===== config.mk =====
export PLATFORM = sky130hd
export DESIGN_NAME = rpfs_top
export DESIGN_NICKNAME = d
export VERILOG_FILES = /design/src/rtl/rpfs_pkg.sv /design/src/rtl/rpfs_top.sv
export VERILOG_INCLUDE_DIRS = /design/src /design/src/rtl
export SDC_FILE = /design/constraint.sdc
export NUM_CORES = 1
export LEC_CHECK = 0
export BUFFER_PORTS_ARGS = -buffer_cell sky130_fd_sc_hd__clkbuf_2
export CAP_MARGIN = 20
export CORE_MARGIN = 1.5
export CORE_UTILIZATION = 54
export DETAILED_ROUTE_END_ITERATION = 16
export PLACE_DENSITY = 0.75
export SYNTH_ARGS = -nofsm -noshare
export SYNTH_HDL_FRONTEND = slang
export SYNTH_SLANG_ARGS = --single-unit

===== constraint.sdc =====
create_clock -name clk -period 4.78 [get_ports clk]
set_input_delay 0.956 -clock clk [delete_from_list [all_inputs] [get_ports clk]]
set_output_delay 0.956 -clock clk [all_outputs]
set_load 0.1 [all_outputs]

===== src/rtl/rpfs_consts.svh =====
// constants of the run-time pin function settings block
// assumes a 32-bit AXI4-Lite register bus and four two-way pins
//
// Functional notes
// pin_one codes: io, clock, analog, txled, irq
// pin_two codes: io, configured, analog, dac
// pin_three codes: io, i2c led, analog, dac
// bit 3 direction, only in io mode
// io output drives bit 4 level
// set reply: 0x60, 0x00, rest meaningless
// host reads settings with code 0x61
// host zero-fills read command bytes 1-63
// load pins only if byte 7 bit 7
// pin_zero codes: io, suspend, rx led
// ignore bits 7-5 and bytes 12-63
`ifndef RPFS_CONSTS_SVH
`define RPFS_CONSTS_SVH

`define RPFS_ADDR_CMD_FIRST 8'h00
`define RPFS_ADDR_CMD_LAST 8'h3C
`define RPFS_ADDR_REPLY_FIRST 8'h40
`define RPFS_ADDR_REPLY_LAST 8'h7C
`define RPFS_ADDR_CTRL 8'h80
`define RPFS_ADDR_STATUS 8'h84

`define RPFS_CTRL_EXEC_BIT 0
`define RPFS_STATUS_DONE_BIT 0
`define RPFS_STATUS_PIN_LSB 8
`define RPFS_STATUS_KIND_LSB 4

`define RPFS_CODE_SET 8'h60
`define RPFS_CODE_GET 8'h61
`define RPFS_ACK_OK 8'h00
`define RPFS_ACK_BAD 8'h01
`define RPFS_CHIP_AREA_LEN 8'h00
`define RPFS_PIN_AREA_LEN 8'h04
`define RPFS_REPLY_PIN_BYTE 6'h04

`define RPFS_CMD_WORDS 3
`define RPFS_ALTER_BIT 31
`define RPFS_FIELD_LEVEL 4
`define RPFS_FIELD_DIR 3
`define RPFS_PIN_RESET 8'h08

`define RPFS_SEL_IO 3'h0
`define RPFS_SEL_DEDICATED 3'h1
`define RPFS_SEL_ALT0 3'h2
`define RPFS_SEL_ALT1 3'h3
`define RPFS_SEL_ALT2 3'h4

`define RPFS_RESP_OKAY 2'h0
`define RPFS_RESP_SLVERR 2'h2

`endif


===== src/rtl/rpfs_pkg.sv =====
// types of the run-time pin function settings block
// holds the reply kind encodings itself; rpfs_consts.svh holds the other numbers
`default_nettype none
package rpfs_pkg;
	typedef enum logic [1:0] {
		RPFS_REPLY_NONE = 2'b00,
		RPFS_REPLY_SET = 2'b01,
		RPFS_REPLY_GET = 2'b10,
		RPFS_REPLY_BAD = 2'b11
	} rpfs_reply_t;
endpackage : rpfs_pkg
`default_nettype wire


===== src/rtl/rpfs_top.sv =====
// run-time pin function settings with AXI4-Lite access to the packet buffers
// assumes the function sources are on clk; pin inputs arrive asynchronously
//
// Added by the designer: the register offsets and the AXI4-Lite interface to the registers.
`include "rpfs_consts.svh"
`default_nettype none
module rpfs_top (
	input wire logic clk, // 25 MHz clock
	input wire logic reset_n, // async reset, active low
	input wire logic [7:0] s_axi_awaddr, // write address
	input wire logic s_axi_awvalid, // write address valid
	output logic s_axi_awready, // write address ready
	input wire logic [31:0] s_axi_wdata, // write data
	input wire logic [3:0] s_axi_wstrb, // byte enables
	input wire logic s_axi_wvalid, // write data valid
	output logic s_axi_wready, // write data ready
	output logic [1:0] s_axi_bresp, // write response
	output logic s_axi_bvalid, // write response valid
	input wire logic s_axi_bready, // write response ready
	input wire logic [7:0] s_axi_araddr, // read address
	input wire logic s_axi_arvalid, // read address valid
	output logic s_axi_arready, // read address ready
	output logic [31:0] s_axi_rdata, // read data
	output logic [1:0] s_axi_rresp, // read response
	output logic s_axi_rvalid, // read data valid
	input wire logic s_axi_rready, // read data ready
	input wire logic [3:0] pinIn, // pin levels, bit 0 is pin_zero
	output logic [3:0] pinOut, // pin drive levels
	output logic [3:0] pinOe_n, // pin drive enables, low drives
	input wire logic suspendIndicator, // suspend state level
	input wire logic uartReceiveActivityLed, // rx activity led level
	input wire logic refClockOut, // divided reference clock
	input wire logic uartTransmitActivityLed, // tx activity led level
	input wire logic usbConfiguredIndicator, // configured level
	input wire logic i2cActivityLed, // i2c activity led level
	output logic [2:0] analogInputSelect, // analog input first..third routed
	output logic [1:0] dacOutputSelect, // dac output first, second routed
	output logic interruptDetectIn, // pin_one level for edge detector
	output logic interruptDetectEnable // pin_one given to edge detector
);

	// ****************************************
	// pin function decode
	// ****************************************
	// returns {oe_n, level} for one pin; undefined codes leave the pin undriven
	function automatic logic [1:0] pinDrive(input logic [1:0] idx, input logic [7:0] cfg,
			input logic [5:0] src);
		logic [1:0] d;
		d = 2'b10;
		case (cfg[2:0])
			`RPFS_SEL_IO: begin
				if (!cfg[`RPFS_FIELD_DIR]) begin
					d = {1'b0, cfg[`RPFS_FIELD_LEVEL]};
				end
			end
			`RPFS_SEL_DEDICATED: begin
				case (idx)
					2'd0: d = {1'b0, src[0]};
					2'd1: d = {1'b0, src[2]};
					2'd2: d = {1'b0, src[4]};
					default: d = {1'b0, src[5]};
				endcase
			end
			`RPFS_SEL_ALT0: begin
				if (idx == 2'd0) begin
					d = {1'b0, src[1]};
				end
			end
			`RPFS_SEL_ALT1: begin
				if (idx == 2'd1) begin
					d = {1'b0, src[3]};
				end
			end
			default: d = 2'b10;
		endcase
		return d;
	endfunction : pinDrive
	logic [7:0] pinCfg_reg [0:3];
	logic [7:0] pinCfg_next [0:3];
	logic [3:0] pinMeta_reg;
	logic [3:0] pinSync_reg;
	logic [5:0] fnSrc;
	logic [7:0] pinDriveVec;
	assign fnSrc = {i2cActivityLed, usbConfiguredIndicator, uartTransmitActivityLed,
		refClockOut, uartReceiveActivityLed, suspendIndicator};
	always_comb begin
		for (int i = 0; i < 4; i++) begin
			pinDriveVec[2*i +: 2] = pinDrive(2'(i), pinCfg_reg[i], fnSrc);
			pinOe_n[i] = pinDriveVec[2*i+1];
			pinOut[i] = pinDriveVec[2*i];
		end
		analogInputSelect[0] = (pinCfg_reg[1][2:0] == `RPFS_SEL_ALT0);
		analogInputSelect[1] = (pinCfg_reg[2][2:0] == `RPFS_SEL_ALT0);
		analogInputSelect[2] = (pinCfg_reg[3][2:0] == `RPFS_SEL_ALT0);
		dacOutputSelect[0] = (pinCfg_reg[2][2:0] == `RPFS_SEL_ALT1);
		dacOutputSelect[1] = (pinCfg_reg[3][2:0] == `RPFS_SEL_ALT1);
		interruptDetectEnable = (pinCfg_reg[1][2:0] == `RPFS_SEL_ALT2);
		interruptDetectIn = pinSync_reg[1] & interruptDetectEnable;
	end

	// ****************************************
	// command buffer and execution
	// ****************************************
	// only bytes 0 to 11 are kept; the rest of the packet has no effect
	logic [31:0] cmd_reg [0:2];
	logic [31:0] cmd_next [0:2];
	rpfs_pkg::rpfs_reply_t reply_reg, reply_next;
	logic done_reg, done_next;
	logic [7:0] awAddr_reg, awAddr_next;
	logic awHeld_reg, awHeld_next;
	logic [31:0] wData_reg, wData_next;
	logic [3:0] wStrb_reg, wStrb_next;
	logic wHeld_reg, wHeld_next;
	logic bValid_reg, bValid_next;
	logic [1:0] bResp_reg, bResp_next;
	logic rValid_reg, rValid_next;
	logic [31:0] rData_reg, rData_next;
	logic [1:0] rResp_reg, rResp_next;
	logic doWrite;
	logic exec;

	function automatic logic [7:0] replyByte(input logic [5:0] b, input rpfs_pkg::rpfs_reply_t k,
			input logic [31:0] pins);
		logic [7:0] v;
		v = 8'h00;
		if (b == 6'd0) begin
			case (k)
				rpfs_pkg::RPFS_REPLY_SET: v = `RPFS_CODE_SET;
				rpfs_pkg::RPFS_REPLY_GET: v = `RPFS_CODE_GET;
				default: v = 8'h00;
			endcase
		end else if (b == 6'd1) begin
			v = (k == rpfs_pkg::RPFS_REPLY_BAD) ? `RPFS_ACK_BAD : `RPFS_ACK_OK;
		end else if (k == rpfs_pkg::RPFS_REPLY_GET) begin
			if (b == 6'd2) begin
				v = `RPFS_CHIP_AREA_LEN;
			end else if (b == 6'd3) begin
				v = `RPFS_PIN_AREA_LEN;
			end else if (b >= `RPFS_REPLY_PIN_BYTE && b < `RPFS_REPLY_PIN_BYTE + 6'd4) begin
				v = pins[8*(b - `RPFS_REPLY_PIN_BYTE) +: 8];
			end
		end
		return v;
	endfunction : replyByte
	always_comb begin
		awAddr_next = awAddr_reg;
		awHeld_next = awHeld_reg;
		wData_next = wData_reg;
		wStrb_next = wStrb_reg;
		wHeld_next = wHeld_reg;
		bValid_next = bValid_reg;
		bResp_next = bResp_reg;
		cmd_next = cmd_reg;
		pinCfg_next = pinCfg_reg;
		reply_next = reply_reg;
		done_next = done_reg;
		exec = 1'b0;
		s_axi_awready = !awHeld_reg;
		s_axi_wready = !wHeld_reg;
		if (s_axi_awvalid && !awHeld_reg) begin
			awAddr_next = s_axi_awaddr;
			awHeld_next = 1'b1;
		end
		if (s_axi_wvalid && !wHeld_reg) begin
			wData_next = s_axi_wdata;
			wStrb_next = s_axi_wstrb;
			wHeld_next = 1'b1;
		end
		doWrite = awHeld_reg && wHeld_reg && !bValid_reg;
		if (bValid_reg && s_axi_bready) begin
			bValid_next = 1'b0;
			awHeld_next = 1'b0;
			wHeld_next = 1'b0;
		end
		if (doWrite) begin
			bValid_next = 1'b1;
			bResp_next = `RPFS_RESP_OKAY;
			if (awAddr_reg >= `RPFS_ADDR_CMD_FIRST && awAddr_reg <= `RPFS_ADDR_CMD_LAST) begin
				if (awAddr_reg[7:2] < 6'(`RPFS_CMD_WORDS)) begin
					for (int k = 0; k < 4; k++) begin
						if (wStrb_reg[k]) begin
							cmd_next[awAddr_reg[3:2]][8*k +: 8] = wData_reg[8*k +: 8];
						end
					end
				end
			end else if (awAddr_reg == `RPFS_ADDR_CTRL) begin
				exec = wData_reg[`RPFS_CTRL_EXEC_BIT] && wStrb_reg[0];
				if (wStrb_reg[0]) begin
					done_next = 1'b0;
				end
			end else begin
				bResp_next = `RPFS_RESP_SLVERR;
			end
		end
		if (exec) begin
			done_next = 1'b1;
			if (cmd_reg[0][7:0] == `RPFS_CODE_SET) begin
				reply_next = rpfs_pkg::RPFS_REPLY_SET;
				if (cmd_reg[1][`RPFS_ALTER_BIT]) begin
					for (int i = 0; i < 4; i++) begin
						pinCfg_next[i] = cmd_reg[2][8*i +: 8];
					end
				end
			end else if (cmd_reg[0][7:0] == `RPFS_CODE_GET) begin
				reply_next = rpfs_pkg::RPFS_REPLY_GET;
			end else begin
				reply_next = rpfs_pkg::RPFS_REPLY_BAD;
			end
		end
	end

	// ****************************************
	// read channel
	// ****************************************
	always_comb begin
		rValid_next = rValid_reg;
		rData_next = rData_reg;
		rResp_next = rResp_reg;
		s_axi_arready = !rValid_reg;
		if (rValid_reg && s_axi_rready) begin
			rValid_next = 1'b0;
		end
		if (s_axi_arvalid && !rValid_reg) begin
			rValid_next = 1'b1;
			rData_next = 32'h0000_0000;
			rResp_next = `RPFS_RESP_OKAY;
			if (s_axi_araddr >= `RPFS_ADDR_CMD_FIRST && s_axi_araddr <= `RPFS_ADDR_CMD_LAST) begin
				if (s_axi_araddr[7:2] < 6'(`RPFS_CMD_WORDS)) begin
					rData_next = cmd_reg[s_axi_araddr[3:2]];
				end
			end else if (s_axi_araddr >= `RPFS_ADDR_REPLY_FIRST &&
					s_axi_araddr <= `RPFS_ADDR_REPLY_LAST) begin
				for (int k = 0; k < 4; k++) begin
					rData_next[8*k +: 8] = replyByte({s_axi_araddr[5:2], 2'(k)}, reply_reg,
						{pinCfg_reg[3], pinCfg_reg[2], pinCfg_reg[1], pinCfg_reg[0]});
				end
			end else if (s_axi_araddr == `RPFS_ADDR_CTRL) begin
				rData_next = 32'h0000_0000;
			end else if (s_axi_araddr == `RPFS_ADDR_STATUS) begin
				rData_next[`RPFS_STATUS_DONE_BIT] = done_reg;
				rData_next[`RPFS_STATUS_KIND_LSB +: 2] = reply_reg;
				rData_next[`RPFS_STATUS_PIN_LSB +: 4] = pinSync_reg;
			end else begin
				rResp_next = `RPFS_RESP_SLVERR;
			end
		end
	end

	assign s_axi_bvalid = bValid_reg;
	assign s_axi_bresp = bResp_reg;
	assign s_axi_rvalid = rValid_reg;
	assign s_axi_rdata = rData_reg;
	assign s_axi_rresp = rResp_reg;

	// ****************************************
	// state registers
	// ****************************************
	always_ff @(posedge clk or negedge reset_n) begin
		if (!reset_n) begin
			for (int i = 0; i < 4; i++) begin
				pinCfg_reg[i] <= `RPFS_PIN_RESET;
			end
			for (int i = 0; i < 3; i++) begin
				cmd_reg[i] <= 32'h0000_0000;
			end
			pinMeta_reg <= 4'h0;
			pinSync_reg <= 4'h0;
			reply_reg <= rpfs_pkg::RPFS_REPLY_NONE;
			done_reg <= 1'b0;
			awAddr_reg <= 8'h00;
			awHeld_reg <= 1'b0;
			wData_reg <= 32'h0000_0000;
			wStrb_reg <= 4'h0;
			wHeld_reg <= 1'b0;
			bValid_reg <= 1'b0;
			bResp_reg <= 2'h0;
			rValid_reg <= 1'b0;
			rData_reg <= 32'h0000_0000;
			rResp_reg <= 2'h0;
		end else begin
			pinCfg_reg <= pinCfg_next;
			cmd_reg <= cmd_next;
			pinMeta_reg <= pinIn;
			pinSync_reg <= pinMeta_reg;
			reply_reg <= reply_next;
			done_reg <= done_next;
			awAddr_reg <= awAddr_next;
			awHeld_reg <= awHeld_next;
			wData_reg <= wData_next;
			wStrb_reg <= wStrb_next;
			wHeld_reg <= wHeld_next;
			bValid_reg <= bValid_next;
			bResp_reg <= bResp_next;
			rValid_reg <= rValid_next;
			rData_reg <= rData_next;
			rResp_reg <= rResp_next;
		end
	end
endmodule : rpfs_top
`default_nettype wire


==> results.py <==
metrics = {
    "drt": {
        "via_count": 6567,
        "drt_pass1_iterations": 5,
        "wirelength_um": 21800,
        "via_per_inst": 5.68,
        "drc": 0,
        "drtAntennaViolNets": 0,
        "dr.first_iter.drc_count": 330,
        "routedWlPerCell_um": 18.8,
    },
    "timing": {
        "final_max_slew_viol_count": 0,
        "slew_headroom": 0.334,
        "finalCriticalPeriod_ps": 3160,
        "setup_tns_ps": 0,
        "post-route-period-util": 0.660,
        "rsz0062_at_grt": "false",
        "finalSetupViolations": 0,
        "hold_viol": 0,
        "worst_slack_ps": 1620,
        "clock_skew_ps": 14.5,
        "worst_pin_slew_ps": 998,
        "fmax_mhz": 317,
    },
    "grt": {
        "grt_pass1_wl_um": 35200,
        "track_usage": 0.227,
        "antenna_found_initial": 2,
        "grt_pass1_vias": 6543,
        "grt_max_degree": 122,
        "grt.overflow.total": 0,
    },
    "final_layout": {
        "nets": 983,
        "fillers": 1400,
        "finalInstanceArea_um2": 11600,
        "drive_above_1_share": 0.394,
        "largest_reg_flops": 96,
        "syn2layout_area_growth_pct": 17.3,
    },
    "worst_setup_path": {
        "path_cells": "or3b_2 -> a21oi_1 -> a31oi_1 -> nor2_1 -> clkbuf_2",
        "crit_type": "flip-flop to primary output",
        "crit_cells": 5,
        "worstPathArrival_ps": 2200,
        "worst-path-buf-inv": 1,
        "path_delay_family": "simple AND/OR/NAND/NOR gates",
        "cp_max_fo": 7,
        "cp-end-kind": "primary output",
        "crit_path_start_kind": "flip-flop",
        "critPathSlowestCell": "or3b_2",
        "reg2reg_depth": 5,
        "worst_path_largest_cell_delay_ps": 480,
        "crit_required_ps": 3820,
    },
    "floorplan": {
        "num_rows": 49,
        "ios": 125,
        "core_area_um2": 18000,
        "die_w_um": 139,
        "dieArea_um2": 19200,
        "chipHeight_um": 139,
        "start_util": 0.551,
    },
    "clocking": {
        "clk_pin_slew_worst_paths_ps": 60,
        "post-cts-setup-buffer-count": 0,
        "cts_resized": 0,
        "numCtsBuffers": 24,
        "clock-sinks": 221,
        "cts_tree": "done",
        "clockBufferDepth": 3,
        "postCtsHoldBufs": 0,
        "cts.htree.levels": 1,
        "clk_latency_ps": 510,
        "clock-root-buffer": "clkbuf_16",
    },
    "min_path": {
        "hold_class": "flip-flop to flip-flop",
        "hold_path_depth": 0,
    },
    "synth": {
        "syn-instance-count": 783,
        "ys.flop_type": "dfrtp_1",
        "ys_types": 55,
        "synth-warning-count": 0,
        "synth_area_per_cell_um2": 12.7,
        "seq_area_frac_synth": 0.557,
        "syn-cell-area_um2": 9930,
        "async_flop_share": 1.00,
        "synth-edff-count": 0,
        "ys_ff_latch": 221,
    },
    "place": {
        "io_buffers": 122,
        "hpwl_um": 14700,
        "place_congestion": 0.843,
        "placed_area_um2": 10800,
        "dp_slack_ps": 1690,
    },
    "power": {
        "ir_drop_mv": 0.437,
        "leakage_nw": 5.71,
        "power_density_nw_per_um2": 548,
    },
    "flow_run": {
        "drv_cap": 0,
    },
    "outcome": {
        "outcome": "complete, no violations",
    },
}
==> report_power, final <==
group	switching [mW]	internal (mW)
Sequential	0.478	2.41
Clock	0.726	1.23
Combinational	0.958	0.586
Total	2.16	4.22
==> synthesized netlist by cell type (4+ instances only) <==
| cell | n | share of area |
|---|---|---|
| mux2_2 | 138 | 0.16 |
| nor2_1 | 75 | 0.028 |
| nand2_4 | 4 | 0.0045 |
| nor2b_1 | 4 | 0.0025 |
| mux2_1 | 5 | 0.0057 |
| inv_1 | 13 | 0.0049 |
| mux2i_1 | 33 | 0.033 |
| a21oi_1 | 13 | 0.0066 |
| a31oi_1 | 34 | 0.021 |
| and2_1 | 30 | 0.019 |
| nand2_1 | 17 | 0.0064 |
| dfrtp_1 | 217 | 0.55 |
| ha_1 | 6 | 0.0076 |
| nor3b_1 | 9 | 0.0068 |
| o21ai_0 | 33 | 0.017 |
| nand3_1 | 28 | 0.014 |
| mux2_4 | 30 | 0.045 |
| clkbuf_1 | 31 | 0.012 |
| dfstp_2 | 4 | 0.011 |
==> per-layer routing <==
metal | vias up | track usage | share of wire
li1 | 3058 | - | -
met2 | 171 | 0.367 | 0.47
met5 | - | 0 | 0
met4 | 0 | 0.0565 | 0.021
met1 | 3303 | 0.322 | 0.45
met3 | 35 | 0.0414 | 0.051
==> placed cells by master, fill, tap and decap left out, drive strengths merged, types with 2 or more instances in the layout <==
cell,Yosys,layout
a31oi,34,34
o31ai,2,2
nor3b,9,9
mux2,173,173
o211ai,2,2
or4,2,2
and2,30,30
inv,13,13
and4b,2,2
nor4,4,4
nor2b,4,4
nand3,29,29
a21oi,13,13
nand3b,3,3
bufinv,0,5
nor3,3,3
ha,6,6
nand2b,2,2
buf,9,17
and3b,3,3
dfrtp,217,217
nor2,75,75
conb,1,2
nand2,21,21
nor4b,4,4
o21ai,33,33
mux2i,33,33
a22oi,3,3
clkinv,0,7
a32o,2,2
dfstp,4,4
clkbuf,31,152
o2bb2ai,3,3
==> worst register-to-register path: cells and delay by family, from the launching register on <==
| kind | cells | cell delay (ps) |
|---|---|---|
| buf+inv | 1 | 470 |
| flops | 1 | 450 |
| mux | 1 | 350 |
| simple gates | 3 | 1470 |
==> area by class of cell <==
type | count | area, um2 | area share
Sequential cell | 221 | 5540 | 0.475
Clock inverter | 13 | 193 | 0.0165
Inverter | 13 | 48.8 | 0.00419
Timing Repair Buffer | 138 | 741 | 0.0636
Clock buffer | 31 | 648 | 0.0556
Tap cell | 229 | 287 | 0.0246
Antenna cell | 1 | 2.50 | 0.000215
Multi-Input combinational cell | 510 | 4190 | 0.360
==> logic make-up (layout without fill, tap and decap cells) <==
group | after synthesis | count (layout) | share of synthesized area
buffers and inverters | 53 | 195 | 0.0234
other | 1 | 3 | 0.000378
and+or+nand+nor | 198 | 198 | 0.111
muxes | 206 | 206 | 0.241
AOI/OAI and AO/OA | 98 | 98 | 0.0596
adders and majority gates | 6 | 6 | 0.00756
DFF | 221 | 221 | 0.557
==> metrics by stage <==
stage          utilization  cells  total power [mW]  hold WS (ps)
4_1_cts              0.646   1155              6.44           350
5_1_grt              0.646   1156              6.67           357
3_3_place_gp         0.599   1111              4.40           337
6_report             0.646   1156              6.38           348
2_1_floorplan            -    784              4.02           331
3_5_place_dp         0.599   1111              4.47           335
==> path summary, 6_finish.rpt <==
kind | from | end | slack, ps
setup reg to reg | awAddr_reg[3] | pinCfg_reg[31] | 1930
hold reg to reg | pinMeta_reg[1] | pinSync_reg[1] | 350
max in group asynchronous | reset_n | pinCfg_reg[11] | 3230
setup / recovery | pinCfg_reg[25] | pinOut[0] | 1620
min in group asynchronous | reset_n | s_axi_bvalid | 510
hold / removal | pinMeta_reg[1] | pinSync_reg[1] | 350
No activity file was read; power rests on OpenSTA's default activity.
